### config.mk
export PLATFORM = sky130hd
export DESIGN_NAME = cce_top
export DESIGN_NICKNAME = d
export VERILOG_FILES = /design/src/include/cce_pkg.sv /design/src/include/cce_stream_if.sv /design/src/verilog/cce_buf.sv /design/src/verilog/cce_crc_fold.sv /design/src/verilog/cce_top.sv
export SDC_FILE = /design/constraint.sdc
export NUM_CORES = 1
export LEC_CHECK = 0
export ABC_AREA = 0
export BUFFER_PORTS_ARGS = -buffer_cell sky130_fd_sc_hd__buf_2
export CAP_MARGIN = 20
export CORE_ASPECT_RATIO = 1.1
export CORE_MARGIN = 5
export CORE_UTILIZATION = 45
export CTS_CLUSTER_DIAMETER = 150
export DETAILED_ROUTE_END_ITERATION = 8
export PLACE_DENSITY = 0.62
export SLEW_MARGIN = 20
export SYNTH_ARGS = -nofsm -noshare
export SYNTH_HDL_FRONTEND = slang
export SYNTH_HIERARCHICAL = 1
export SYNTH_SLANG_ARGS = --single-unit
### constraint.sdc
create_clock -name i_clk -period 7.3 [get_ports i_clk]
set_input_delay 1.46 -clock i_clk [delete_from_list [all_inputs] [get_ports i_clk]]
set_output_delay 1.46 -clock i_clk [all_outputs]
set_load 0.02 [all_outputs]
### src/include/cce_pkg.sv
// Purpose: shared constants and types of the checksum engine
// Assumes: byte addresses on a 4-bit register port
// Notes:   every offset and field position lives here, with the din and chk reset values
package cce_pkg;

  // register byte offsets
  localparam logic [3:0] CCE_OFF_CTRL = 4'h0;
  localparam logic [3:0] CCE_OFF_DIN  = 4'h4;
  localparam logic [3:0] CCE_OFF_CHK  = 4'h8;
  localparam logic [3:0] CCE_OFF_STAT = 4'hC;

  // control field positions
  localparam int CCE_CTRL_EN_BIT   = 0;
  localparam int CCE_CTRL_POLY_BIT = 1;
  localparam int CCE_CTRL_BEAT_LSB = 2;

  // status field positions
  localparam int CCE_STAT_BUSY_BIT = 0;
  localparam int CCE_STAT_RDY_BIT  = 1;
  localparam int CCE_STAT_LVL_LSB  = 2;

  // reset values
  localparam logic [31:0] CCE_RST_DIN = 32'h00000000;
  localparam logic [31:0] CCE_RST_CHK = 32'h00000000;

  // generator polynomials, msb-first form
  localparam logic [31:0] CCE_POLY32 = 32'h04C11DB7;
  localparam logic [15:0] CCE_POLY16 = 16'h1021;

  // cycles beyond the beat setting until the checksum is valid
  localparam int CCE_LAT_EXTRA = 1;

  typedef enum logic [1:0] {
    CCE_BEAT_BYTE = 2'b00,
    CCE_BEAT_HALF = 2'b01,
    CCE_BEAT_WORD = 2'b10
  } cce_beat_t;

  typedef enum logic {
    CCE_IDLE = 1'b0,
    CCE_RUN  = 1'b1
  } cce_eng_t;

  function automatic logic [31:0] cce_bitrev(input logic [31:0] v);
    logic [31:0] r;
    r = '0;
    for (int i = 0; i < 32; i++) begin
      r[i] = v[31-i];
    end
    return r;
  endfunction

endpackage

### src/include/cce_stream_if.sv
// Purpose: valid/ready word channel between buffer and engine
// Assumes: single clock domain
// Notes:   a word moves on a cycle with valid and ready both high
`timescale 1ns/100ps
interface cce_stream_if #(
  parameter int W = 32
);
  logic         valid;
  logic         ready;
  logic [W-1:0] data;

  modport src (output valid, output data, input ready);
  modport snk (input valid, input data, output ready);
endinterface

### src/verilog/cce_buf.sv
// Purpose: small valid/ready word buffer in front of the engine
// Assumes: depth is a power of two, at least two
// Notes:   flush empties it in one cycle; ready is a flop
`timescale 1ns/100ps
module cce_buf #(
  parameter int W     = 32,
  parameter int DEPTH = 2
) (
  // clock and reset
  input  wire logic           i_clk,
  input  wire logic           i_rst_n,
  // fill side
  input  wire logic           i_flush,
  input  wire logic           i_valid,
  input  wire logic [W-1:0]   i_data,
  output logic                o_ready,
  output logic [$clog2(DEPTH):0] o_level,
  // drain side
  cce_stream_if.src           out_if
);

  localparam int AW = $clog2(DEPTH);

  if (DEPTH < 2 || (DEPTH & (DEPTH - 1)) != 0) begin : g_bad_depth
    $error("buffer depth must be a power of two of at least two");
  end

  typedef struct packed {
    logic [DEPTH-1:0][W-1:0] mem;
    logic [AW-1:0]           wp;
    logic [AW-1:0]           rp;
    logic [AW:0]             cnt;
    logic                    ready;
  } cce_buf_st_t;

  localparam cce_buf_st_t RST = '{mem: '0, wp: '0, rp: '0, cnt: '0, ready: 1'b1};

  cce_buf_st_t st_ff;
  cce_buf_st_t nxt_st;
  logic        push;
  logic        pop;

  assign out_if.valid = (st_ff.cnt != '0);
  assign out_if.data  = st_ff.mem[st_ff.rp];
  assign o_ready      = st_ff.ready;
  assign o_level      = st_ff.cnt;

  always_comb begin
    nxt_st = st_ff;
    push   = i_valid && st_ff.ready;
    pop    = out_if.valid && out_if.ready;
    if (push) begin
      nxt_st.mem[st_ff.wp] = i_data;
      nxt_st.wp            = st_ff.wp + 1'b1;
    end
    if (pop) begin
      nxt_st.rp = st_ff.rp + 1'b1;
    end
    nxt_st.cnt = st_ff.cnt + (AW+1)'(push) - (AW+1)'(pop);
    // a disabled engine owns no queued words
    if (i_flush) begin
      nxt_st.wp  = '0;
      nxt_st.rp  = '0;
      nxt_st.cnt = '0;
    end
    nxt_st.ready = (nxt_st.cnt != (AW+1)'(DEPTH));
  end

  always_ff @(posedge i_clk or negedge i_rst_n) begin
    if (!i_rst_n) begin
      st_ff <= RST;
    end else begin
      st_ff <= nxt_st;
    end
  end
endmodule

### src/verilog/cce_crc_fold.sv
// Purpose: folds 1, 2 or 4 low-first bytes into a running crc
// Assumes: each byte enters msb first
// Notes:   purely combinational; 16-bit mode keeps the upper half at zero
`timescale 1ns/100ps
module cce_crc_fold
  import cce_pkg::*;
(
  // operands
  input  wire logic [31:0] i_crc,
  input  wire logic [31:0] i_data,
  input  wire cce_beat_t   i_beat,
  input  wire logic        i_poly32,
  // result
  output logic      [31:0] o_crc
);

  logic [31:0] c;
  logic        fb;
  int          nb;

  always_comb begin
    c  = i_crc;
    fb = 1'b0;
    case (i_beat)
      CCE_BEAT_BYTE: nb = 1;
      CCE_BEAT_HALF: nb = 2;
      default:       nb = 4;
    endcase
    for (int b = 0; b < 4; b++) begin
      for (int k = 7; k >= 0; k--) begin
        if (b < nb) begin
          if (i_poly32) begin
            fb = c[31] ^ i_data[8*b+k];
            c  = {c[30:0], 1'b0} ^ (fb ? CCE_POLY32 : 32'h00000000);
          end else begin
            fb = c[15] ^ i_data[8*b+k];
            c  = {16'h0000, c[14:0], 1'b0} ^ {16'h0000, (fb ? CCE_POLY16 : 16'h0000)};
          end
        end
      end
    end
    o_crc = c;
  end

endmodule

### src/verilog/cce_top.sv
// Purpose: crc checksum engine with a simple register port
// Assumes: strobes are one cycle, never together, from the i_clk domain
// Notes:   read data stand one cycle after the read strobe only
`timescale 1ns/100ps
module cce_top
  import cce_pkg::*;
#(
  parameter int BUF_DEPTH = 2
) (
  // clock and reset
  input  wire logic        i_clk,
  input  wire logic        i_rst_n,
  // register port
  input  wire logic [3:0]  i_addr,
  input  wire logic [31:0] i_wdata,
  input  wire logic        i_wr,
  input  wire logic        i_rd,
  output logic      [31:0] o_rdata,
  // status
  output logic             o_busy,
  output logic             o_in_ready
);

  localparam int LW = $clog2(BUF_DEPTH) + 1;

  if (BUF_DEPTH < 2 || LW > 6) begin : g_bad_depth
    $error("buffer depth out of range for the status register");
  end

  typedef struct packed {
    logic        en;
    logic        poly32;
    cce_beat_t   beat;
    logic [31:0] din;
    logic [31:0] chk;
    cce_eng_t    eng;
    logic [1:0]  cnt;
    logic [31:0] work;
    cce_beat_t   wbeat;
    logic        wpoly;
    logic [31:0] rdata;
  } cce_state_t;

  localparam cce_state_t RST = '{
    en: 1'b0, poly32: 1'b0, beat: CCE_BEAT_BYTE, din: CCE_RST_DIN, chk: CCE_RST_CHK,
    eng: CCE_IDLE, cnt: 2'h0, work: 32'h00000000, wbeat: CCE_BEAT_BYTE, wpoly: 1'b0,
    rdata: 32'h00000000};

  logic          rst_meta_ff;
  logic          rst_sync_ff;
  cce_state_t    st_ff;
  cce_state_t    nxt_st;
  logic          buf_ready;
  logic [LW-1:0] buf_level;
  logic [31:0]   fold_crc;
  logic [31:0]   chk_view;
  logic          wr_hit;
  logic          rd_hit;
  logic          start;
  logic          commit;
  logic          din_push;

  cce_stream_if #(.W(32)) buf_if ();

  // release is synchronised so all flops leave reset on the same edge
  always_ff @(posedge i_clk or negedge i_rst_n) begin
    if (!i_rst_n) begin
      rst_meta_ff <= 1'b0;
      rst_sync_ff <= 1'b0;
    end else begin
      rst_meta_ff <= 1'b1;
      rst_sync_ff <= rst_meta_ff;
    end
  end

  cce_buf #(
    .W     (32),
    .DEPTH (BUF_DEPTH)
  ) u_buf (
    .i_clk   (i_clk),
    .i_rst_n (rst_sync_ff),
    .i_flush (!st_ff.en),
    .i_valid (din_push),
    .i_data  (i_wdata),
    .o_ready (buf_ready),
    .o_level (buf_level),
    .out_if  (buf_if.src)
  );

  cce_crc_fold u_fold (
    .i_crc    (st_ff.chk),
    .i_data   (st_ff.work),
    .i_beat   (st_ff.wbeat),
    .i_poly32 (st_ff.wpoly),
    .o_crc    (fold_crc)
  );

  assign wr_hit   = i_wr && (i_addr[1:0] == 2'b00);
  assign rd_hit   = i_rd && (i_addr[1:0] == 2'b00);
  // words written while disabled are stored but never folded
  assign din_push = wr_hit && (i_addr == CCE_OFF_DIN) && st_ff.en;
  assign start    = st_ff.en && (st_ff.eng == CCE_IDLE) && buf_if.valid;
  assign commit   = (st_ff.eng == CCE_RUN) && (st_ff.cnt == 2'h0);
  assign buf_if.ready = start;

  // reversed and inverted view once idle
  // raw view in 16-bit mode or while busy
  always_comb begin
    if (st_ff.poly32 && st_ff.eng == CCE_IDLE) begin
      chk_view = ~cce_bitrev(st_ff.chk);
    end else if (st_ff.poly32) begin
      chk_view = st_ff.chk;
    end else begin
      chk_view = {16'h0000, st_ff.chk[15:0]};
    end
  end

  always_comb begin
    nxt_st       = st_ff;
    nxt_st.rdata = 32'h00000000;

    if (wr_hit && i_addr == CCE_OFF_CTRL) begin
      nxt_st.en     = i_wdata[CCE_CTRL_EN_BIT];
      nxt_st.poly32 = i_wdata[CCE_CTRL_POLY_BIT];
      // reserved beat code falls back to a word
      if (i_wdata[CCE_CTRL_BEAT_LSB+:2] == 2'b11) begin
        nxt_st.beat = CCE_BEAT_WORD;
      end else begin
        nxt_st.beat = cce_beat_t'(i_wdata[CCE_CTRL_BEAT_LSB+:2]);
      end
    end

    if (wr_hit && i_addr == CCE_OFF_DIN) begin
      nxt_st.din = i_wdata;
    end

    case (st_ff.eng)
      CCE_IDLE: begin
        // busy for beat plus one cycles
        if (start) begin
          nxt_st.eng   = CCE_RUN;
          nxt_st.cnt   = st_ff.beat;
          nxt_st.work  = buf_if.data;
          nxt_st.wbeat = st_ff.beat;
          nxt_st.wpoly = st_ff.poly32;
        end
      end
      CCE_RUN: begin
        if (st_ff.cnt == 2'h0) begin
          // 16-bit result keeps the upper half clear
          nxt_st.chk = st_ff.wpoly ? fold_crc : {16'h0000, fold_crc[15:0]};
          nxt_st.eng = CCE_IDLE;
        end else begin
          nxt_st.cnt = st_ff.cnt - 2'h1;
        end
      end
      default: begin
        nxt_st.eng = CCE_IDLE;
      end
    endcase

    if (wr_hit && i_addr == CCE_OFF_CHK && !st_ff.en) begin
      nxt_st.chk = st_ff.poly32 ? i_wdata : {16'h0000, i_wdata[15:0]};
    end

    if (!nxt_st.en) begin
      nxt_st.eng = CCE_IDLE;
    end

    if (rd_hit) begin
      case (i_addr)
        CCE_OFF_CTRL: begin
          nxt_st.rdata[CCE_CTRL_EN_BIT]        = st_ff.en;
          nxt_st.rdata[CCE_CTRL_POLY_BIT]      = st_ff.poly32;
          nxt_st.rdata[CCE_CTRL_BEAT_LSB+:2]   = st_ff.beat;
        end
        CCE_OFF_DIN: begin
          nxt_st.rdata = st_ff.din;
        end
        CCE_OFF_CHK: begin
          nxt_st.rdata = chk_view;
        end
        CCE_OFF_STAT: begin
          nxt_st.rdata[CCE_STAT_BUSY_BIT]      = (st_ff.eng == CCE_RUN);
          nxt_st.rdata[CCE_STAT_RDY_BIT]       = buf_ready;
          nxt_st.rdata[CCE_STAT_LVL_LSB+:LW]   = buf_level;
        end
        default: begin
          nxt_st.rdata = 32'h00000000;
        end
      endcase
    end
  end

  always_ff @(posedge i_clk or negedge rst_sync_ff) begin
    if (!rst_sync_ff) begin
      st_ff <= RST;
    end else begin
      st_ff <= nxt_st;
    end
  end

  assign o_rdata    = st_ff.rdata;
  assign o_busy     = st_ff.eng;
  assign o_in_ready = buf_ready;

  // helper: cycles spent in the run state
  logic [2:0] run_cyc_ff;

  always_ff @(posedge i_clk or negedge rst_sync_ff) begin
    if (!rst_sync_ff) begin
      run_cyc_ff <= 3'h0;
    end else if (st_ff.eng == CCE_RUN) begin
      run_cyc_ff <= run_cyc_ff + 3'h1;
    end else begin
      run_cyc_ff <= 3'h0;
    end
  end
endmodule
# Word-level counts from Yosys, hierarchy flattened
# Cells that the tools add are included.
[totals] wordCells=348 regBits=209 ram_bits=0 latch_bits=0 romBits=0 out_inout_bits=34 input_bits=40 n_memories=0
[classes] shifts=0 mul=0 n_addsub=5 mux=153 n_lt_le_gt_ge=7 div_mod_pow=0 bitwise_logic=130 n_eq_ne=10 n_reduce_logical=24
[op_table] operator="$mux W32" count=74
[op_table] operator="$xor A32 B32 Y32" count=32
[op_table] operator="$mux W27" count=32
[op_table] operator="$xor A16 B16 Y16" count=32
[op_table] operator="$mux W13" count=32
[op_table] operator="$bwmux W64" count=1
[op_table] operator="$xor A1 B1 Y1" count=64
[op_table] operator="$pmux W28 S2" count=1
[op_table] operator="$mux W38" count=1
[op_table] operator="$mux W33" count=1
[op_table] operator="$demux W32 S1" count=1
[op_table] operator="$not A32 Y32" count=1
[op_table] operator="$pmux W4 S4" count=1
[op_table] operator="$logic_and A1 B1 Y1" count=13
[op_table] operator="$pmux W3 S2" count=2
[op_table] operator="$eq A4 B4 Y1 const B" count=2
[op_table] operator="$mux W4" count=2
[op_table] operator="$logic_not A2 Y1" count=3
[op_table] operator="$lt A1 B3 Y1 const A" count=2
[op_table] operator="$lt A2 B3 Y1 const A" count=2
[op_table] operator="$ne A2 B1 Y1 const B" count=3
[op_table] operator="$reduce_and A2 Y1" count=3
[op_table] operator="$reduce_bool A2 Y1" count=3
[op_table] operator="$eq A4 B3 Y1 const B" count=1
[op_table] operator="other kinds (14)" count=20

# Longest topological paths before layout
# Gate-level depths: netlist of run 1.
[depth] depth_word=164 mapped_depth=33 depth_no_buf=22

# By module
# The synthesis of run 1 kept the hierarchy.
[modules_own_cells] module="cce_crc_fold" area_per_inst_um2=10218.6 seq_area_each_um2=0.0 n_inst=1 cells_each=1313
[modules_own_cells] module="cce_top" area_per_inst_um2=6194.7 seq_area_each_um2=3503.4 n_inst=1 cells_each=618
[modules_own_cells] module="cce_buf" area_per_inst_um2=3156.8 seq_area_each_um2=1727.9 n_inst=1 cells_each=194

# Worst setup path before layout of run 1
# Ideal clock, no wire load.
[synth_path] path_kind="reg-to-reg" from="register st_ff[33] (netlist name)" to="register st_ff[75] (netlist name)" setup_ps=141 synth_period_minus_slack_ps=7602 path_buffers=10 stages_incl_launch_ff=31 arrival_time_ps=7461 setup_slack_ps=-302 required_time_ps=7159 cell_sequence="dfrtp_1 -> nor2_1 -> clkbuf_1 -> inv_1 -> clkbuf_1 -> clkbuf_1 -> clkbuf_1 -> clkbuf_1 -> buf_1 -> buf_2 -> clkbuf_1 -> buf_1 -> ha_1 -> buf_4 -> nor2_1 -> nand2_1 -> nand4b_1 -> nor3b_2 -> xnor2_4 -> xnor3_1 -> a2111o_1 -> o311ai_4 -> xnor3_1 -> or4b_1 -> o2111ai_1 -> o311a_2 -> nor4_4 -> xnor2_1 -> a21o_1 -> nand2_1 -> a31oi_1"

==> impl_metrics.env, run 1 <==
export IMPL_run_status="complete, no violations"
export IMPL_synth_edff_count=0
export IMPL_dieHeight_um=229
export IMPL_post_synth_mux_area_share=0.113
export IMPL_cts_num_sinks=209
export IMPL_route_detailed_drc=0
export IMPL_io_pin_count=74
export IMPL_finalNetCount=2188
export IMPL_holdCritPathClass="flop to asynchronous set/reset pin"
export IMPL_place_detailed_hpwl_mm=53.7
export IMPL_drt_first_iter_violations=1867
export IMPL_timing_max_slew_rel_slack=0.271
export IMPL_gr_usage_all_layers=0.283
export IMPL_post_synth_top_area_cell="dfrtp_1"
export IMPL_power_internal_mw=3.57
export IMPL_cellLeakagePower_nw=9.54
export IMPL_portion_of_the_clock_cycle_consumed_by_the_worst_path_in_the_final_layout=0.972
export IMPL_arrival_ns=7.46
export IMPL_final_max_slew_viol_count=0
export IMPL_grt_start_max_net_pins=171
export IMPL_synth_top_cells_by_area="dfrtp_1 27%, xnor2_1 8.7%, xnor3_1 5.5%"
export IMPL_cts_buffers_inserted=20
export IMPL_postSynthNetCount=2169
export IMPL_power_sequential_fraction=0.229
export IMPL_clkSlewWorstSetupHoldPaths_ns=0.07
export IMPL_grt_overflow_total=0
export IMPL_via_count_of_the_routed_design=17000
export IMPL_layout_cells_most_common_list="275 x nand2_1, 204 x dfrtp_1, 194 x xnor2_1"
export IMPL_chipWidth_um=209
export IMPL_tritoncts_clock_tree="built"
export IMPL_synthSimpleGateAreaFrac=0.174
export IMPL_detail_route_wl_per_cell_um=25.9
export IMPL_route_antenna_remaining_nets=0
export IMPL_wirelength_mm=70.6
export IMPL_post_synth_fa_ha_maj_area_fraction=0.00256
export IMPL_vias_per_cell=6.22
export IMPL_drt_first_pass_iters=5
export IMPL_floorplan_die_area_mm2=0.0478
export IMPL_met3_usage=0.0253
export IMPL_netlist_area_mm2=0.0196
export IMPL_cts_root_buffer_cell="clkbuf_16"
export IMPL_drive_above_1_share=0.200
export IMPL_worst_pin_slew_ns=1.09
export IMPL_totalPowerFinal_mw=6.46
export IMPL_worstPathRequired_ns=7.66
export IMPL_rr_endpoint="st_ff[75]"
export IMPL_synthesis_area_per_instance_um2=9.21
export IMPL_multiInputGateArea_mm2=0.0133
export IMPL_mostFrequentLayoutCell="nand2_1"
export IMPL_total_switching_power_mw=2.90
export IMPL_placement_rows=80
export IMPL_synthesis_yosys_warnings=6
export IMPL_critical_path_peak_fanout=9
export IMPL_grt_util_met2=0.469
export IMPL_register_area_mm2=0.00524
export IMPL_grt_setup_unrepaired="false"
export IMPL_max_cap_violations=0
export IMPL_path_class="flop to flop"
export IMPL_r2r_worst_path_cells=20
export IMPL_clock_skew_final_ns=0.0204
export IMPL_cts_max_path_buffers=3
export IMPL_critPathLaunchType="flop"
export IMPL_synth_top_area_share=0.266
export IMPL_vias_in_the_first_global_route=16300
export IMPL_clock_insertion_delay_worst_skew_ns=0.52
export IMPL_floorplan_initialDensity=0.453
export IMPL_critical_path_endpoint="st_ff[75]"
export IMPL_synth_compound_gate_area_share=0.170
export IMPL_final_report_setup_violation_count=0
export IMPL_buffer_ports_inserted=73
export IMPL_antenna_violations_before_repair=0
export IMPL_yosys_cell_types_count=129
export IMPL_core_area_mm2=0.0432
export IMPL_htreeDepth=1
export IMPL_period_needed_ns=7.10
export IMPL_comb_power_share=0.602
export IMPL_synth_cells=2125
export IMPL_ff2ff_setup_slack_ns=0.20
export IMPL_postSynthRegisterBits=209
export IMPL_fraction_of_power_consumed_by_the_clock_network=0.169
export IMPL_final_hold_viol_count=0
export IMPL_syn2layout_area_growth_pct=8.45
export IMPL_routabilityCongestion=1.02
export IMPL_power_density_mw_per_mm2=305
export IMPL_synthFlopType="dfrtp_1"
export IMPL_busiest_layer="met2"
export IMPL_synth_sequential_area_ratio=0.267
export IMPL_main_combinational_cell_family_by_area_after_synthesis="XOR/XNOR gates"
export IMPL_crit_reg2reg_launch="st_ff[37]"
export IMPL_antenna_diode_count=0
export IMPL_grt_first_pass_wirelength_mm=105
export IMPL_p_sw_frac=0.448
export IMPL_ir_worst_vdd_mv=0.225
export IMPL_max_clock_freq_mhz=141
export IMPL_cp_end_kind="flop"
export IMPL_post_synthesis_async_set_or_reset_flop_share=1.00
export IMPL_fillerInstances=4120
export IMPL_cts_repair_timing_setup_buffer_count=0
export IMPL_use_met1=0.387
export IMPL_cp_startpoint="st_ff[37]"
export IMPL_setup_tns_ns=0
export IMPL_synthXorXnorAreaFrac=0.218
-- power by group through the flow --
stage               Combinational (mW)  Sequential, mW  Clock, mW
finish                            3.89            1.48       1.10
global route                      4.07            1.49       1.16
CTS                               3.80            1.47       1.11
detailed placement                3.77            1.49          0
global placement                  3.76            1.49          0
floorplan                         2.62            1.41          0
-- through the flow --
step / hold WS, ns / util / worst slack, ns / cell area (um^2) / std cells
after floorplan: 0.331 / - / 0.0130 / 19600 / 2125
after global placement: 0.310 / 0.474 / 0.246 / 20500 / 2695
after detailed placement: 0.324 / 0.475 / 0.131 / 20500 / 2696
after CTS: 0.328 / 0.490 / 0.0898 / 21200 / 2731
after global routing: 0.367 / 0.491 / 0.0220 / 21200 / 2731
final: 0.308 / 0.491 / 0.202 / 21200 / 2731
-- kinds of logic (layout without fill, tap and decap cells) --
family	after synthesis	in the layout
buffers and inverters	210	242
other	1	1
AOI/OAI and AO/OA	469	469
and+or+nand+nor	689	689
adders and majority gates	4	4
DFF	209	209
xor gates and xnor gates	352	352
muxes	191	191
-- state kept, by name (all words and copies together) (netlist names) --
signal	count
o_rdata	32
u_buf/o_ready	1
rst_meta_ff	1
u_buf/st_ff	66
o_busy	1
u_buf/o_level	2
rst_sync_ff	1
st_ff	105
-- what timing repair did --
action / in CTS / in global routing
setup endpoints to repair: 0 / 10
gates resized for setup: 0 / 5
hold buffers: 0 / 0
-- routing by layer --
metal  part of all wire  vias up  wire (um)
met5                  0        -          0
met4              0.045        0       3170
met3              0.068      152       4770
met2               0.47      893      33400
met1               0.41     8358      29300
li1                   -     7587          -
-- worst max-delay path, stage by stage (launching register included) --
cell and delay, ns:
dfrtp_1 0.63, xnor2_2 0.52, xnor3_1 0.46, xor3_1 0.39, a21oi_1 0.20, xnor2_1 0.25
mux2i_1 0.59, xnor3_1 0.46, a21oi_1 0.20, mux2i_1 0.39, o21ai_0 0.40, a32oi_1 0.35
o31ai_2 0.19, or4b_4 0.59, a221oi_4 0.33, nor4_1 0.15, nor4_4 0.40, xnor2_1 0.12
a21o_1 0.19, nand2_1 0.07, a31oi_1 0.08
-- layout make-up --
cell class | instances | area share
sequential | 209 | 0.247
tap | 574 | 0.0338
multi-input combinational | 1706 | 0.626
clock buffer | 26 | 0.0256
inverter | 27 | 0.00478
timing repair buffer | 180 | 0.0566
clock inverter | 9 | 0.00613
-- cell usage after synthesis, types with 47 or more instances --
| cell | n |
|---|---|
| xnor2_1 | 195 |
| nand3_1 | 66 |
| mux2i_1 | 47 |
| buf_2 | 55 |
| mux2_2 | 80 |
| xor2_1 | 71 |
| clkbuf_1 | 67 |
| o21ai_0 | 81 |
| xnor3_1 | 48 |
| nor2_1 | 146 |
| a21oi_1 | 103 |
| dfrtp_1 | 208 |
| nand2_1 | 276 |
-- worst min-delay path by stage --
stage | cells past startpoint | startpoint | slack, ns | endpoint
after floorplan | 0 | rst_meta_ff | 0.33 | rst_sync_ff
after global placement | 0 | rst_sync_ff | 0.31 | u_buf/st_ff[65]
after detailed placement | 0 | rst_sync_ff | 0.32 | u_buf/st_ff[65]
after CTS | 0 | rst_sync_ff | 0.33 | u_buf/st_ff[55]
after global routing | 0 | rst_sync_ff | 0.37 | u_buf/st_ff[65]
final | 0 | rst_sync_ff | 0.31 | u_buf/st_ff[65]
No activity file was read; power rests on OpenSTA's default activity.
==> inputs of run 2 (changes only) <==
- CORE_UTILIZATION: 45 -> 39
- PLACE_DENSITY: 0.62 -> 0.55
==> run 2 against run 1 <==
Via count down 0.73%. Wire length up 2.2%. Clock skew up 0.0036 ns. Core utilization down 6.5 points. Largest cell class unchanged. Highest routed layer unchanged.
==> impl_metrics.env, run 2 (synthesized netlist as in run 1, its figures left out) <==
export IMPL_run_status="complete, no violations"
export IMPL_instances_no_fill=2812
export IMPL_rr_endpoint="st_ff[71]"
export IMPL_ff2ff_setup_slack_ns=0.25
export IMPL_post_place_cells=2775
export IMPL_worst_pin_slew_ns=1.08
export IMPL_dieHeight_um=245
export IMPL_chipWidth_um=224
export IMPL_tritoncts_clock_tree="built"
export IMPL_max_cap_violations=0
export IMPL_floorplan_initialDensity=0.392
export IMPL_grt_first_pass_wirelength_mm=107
export IMPL_syn2layout_area_growth_pct=8.71
export IMPL_flip_flop_count_of_the_largest_register_after_layout=105
export IMPL_gr_usage_all_layers=0.254
export IMPL_critPathLaunchType="flop"
export IMPL_cts_max_path_buffers=3
export IMPL_dpl_cell_area_mm2=0.0206
export IMPL_power_density_mw_per_mm2=298
export IMPL_core_area_mm2=0.0499
export IMPL_portion_of_the_clock_cycle_consumed_by_the_worst_path_in_the_final_layout=0.965
export IMPL_drive_above_1_share=0.197
export IMPL_drt_first_pass_iters=5
export IMPL_layout_cells_most_common_list="275 x nand2_1, 206 x dfrtp_1, 195 x xnor2_1"
export IMPL_final_hold_viol_count=0
export IMPL_final_report_setup_violation_count=0
export IMPL_via_count_of_the_routed_design=16900
export IMPL_route_detailed_drc=0
export IMPL_crit_reg2reg_launch="st_ff[40]"
export IMPL_utilization=0.426
export IMPL_detail_route_wl_per_cell_um=25.7
export IMPL_clkSlewWorstSetupHoldPaths_ns=0.08
export IMPL_top_reg_by_flops="st_ff"
export IMPL_clock_skew_final_ns=0.0239
export IMPL_cellLeakagePower_nw=9.51
export IMPL_fraction_of_power_consumed_by_the_clock_network=0.165
export IMPL_routabilityCongestion=1.01
export IMPL_mostFrequentLayoutCell="nand2_1"
export IMPL_setup_tns_ns=0
export IMPL_drt_first_iter_violations=1643
export IMPL_critical_path_peak_fanout=7
export IMPL_comb_power_share=0.602
export IMPL_route_antenna_remaining_nets=0
export IMPL_cp_end_kind="flop"
export IMPL_htreeDepth=1
export IMPL_power_internal_mw=3.47
export IMPL_total_switching_power_mw=2.86
export IMPL_p_sw_frac=0.452
export IMPL_holdCritPathClass="flop to asynchronous set/reset pin"
export IMPL_path_class="flop to flop"
export IMPL_wirelength_mm=72.2
export IMPL_max_clock_freq_mhz=142
export IMPL_io_pin_count=74
export IMPL_placement_rows=86
export IMPL_grt_setup_unrepaired="false"
export IMPL_cts_buffers_inserted=20
export IMPL_floorplan_die_area_mm2=0.0548
export IMPL_timing_max_slew_rel_slack=0.283
export IMPL_buffer_ports_inserted=73
export IMPL_grt_overflow_total=0
export IMPL_vias_per_cell=6.00
export IMPL_arrival_ns=7.48
export IMPL_period_needed_ns=7.05
export IMPL_place_detailed_hpwl_mm=54.2
export IMPL_cts_repair_timing_setup_buffer_count=0
export IMPL_grt_start_max_net_pins=184
export IMPL_antenna_diode_count=0
export IMPL_clock_insertion_delay_worst_skew_ns=0.52
export IMPL_final_area_mm2=0.0213
export IMPL_power_sequential_fraction=0.233
export IMPL_vias_in_the_first_global_route=16300
export IMPL_r2r_worst_path_cells=23
export IMPL_final_hold_worst_slack_ns=0.226
export IMPL_final_max_slew_viol_count=0
export IMPL_cts_root_buffer_cell="clkbuf_16"
export IMPL_finalNetCount=2182
export IMPL_cts_num_sinks=209
export IMPL_ir_worst_vdd_mv=0.241
export IMPL_worstPathRequired_ns=7.73
export IMPL_antenna_violations_before_repair=0
run 2: cell count changes in the layout (fill, tap and decap cells not counted), moves of 2 or more:
cell       previous run  this run
buf_4               104        98
bufinv_16             3         0
clkbuf_1              5         3
clkbuf_8              0         5
clkinv_2              3         6
dfrtp_1             204       206
dfrtp_2               2         0
run 2: layout make-up:
class	count	area [um^2]
Clock buffer	29	606
Clock inverter	7	38.8
Fill cell	4987	28700
Inverter	27	101
Multi-Input combinational cell	1706	13300
Sequential cell	209	5240
Tap cell	660	826
Timing Repair Buffer	174	1170
run 2: repair_timing:
action                     CTS  global route
setup endpoints to repair    0             5
resized for setup            0             4
hold buffers                 0             0
run 2: worst max-delay path by stage:
stage	startpoint	endpoint
detailed placement	st_ff[40]	st_ff[77]
finish	st_ff[40]	st_ff[71]
global route	st_ff[40]	st_ff[75]
CTS	st_ff[42]	st_ff[77]
global placement	st_ff[42]	st_ff[77]
floorplan	st_ff[33]	st_ff[75]
run 2: layer usage:
| layer | wire length [um] | up-vias | GRT usage |
|---|---|---|---|
| li1 | - | 7580 | - |
| met1 | 30200 | 8341 | 0.343 |
| met2 | 33900 | 783 | 0.419 |
| met3 | 4600 | 162 | 0.0233 |
| met4 | 3560 | 0 | 0.108 |
| met5 | 0 | - | 0 |
run 2: critical path: stages, from the launching register on:
cell       delay, ns
dfrtp_1         0.38
xor3_1          0.63
nand3_1         0.31
buf_4           0.25
a221oi_1        0.37
a21oi_1         0.14
a311oi_4        0.53
nand2_1         0.20
a21boi_0        0.16
mux2i_1         0.40
mux2_2          0.40
a311oi_2        0.46
a21o_1          0.27
a211oi_1        0.10
or3_1           0.35
o21ai_1         0.30
o211ai_1        0.18
buf_4           0.19
xnor2_1         0.13
a2bb2oi_2       0.26
xnor2_1         0.10
o31ai_1         0.42
nand2_1         0.22
a31oi_1         0.20
run 2: power groups by stage:
stage / Sequential (mW) / Combinational (mW) / Clock [mW]
2_1_floorplan: 1.41 / 2.62 / 0
3_3_place_gp: 1.48 / 3.70 / 0
3_5_place_dp: 1.49 / 3.70 / 0
4_1_cts: 1.47 / 3.73 / 1.06
5_1_grt: 1.48 / 4.02 / 1.11
6_report: 1.47 / 3.81 / 1.05
run 2: stage by stage:
stage                     power, mW  setup WS (ns)
after CTS                      6.26          0.297
final                          6.33          0.254
after floorplan                4.02         0.0130
after global placement         5.18          0.353
after global routing           6.61         0.0254
after detailed placement       5.19          0.323
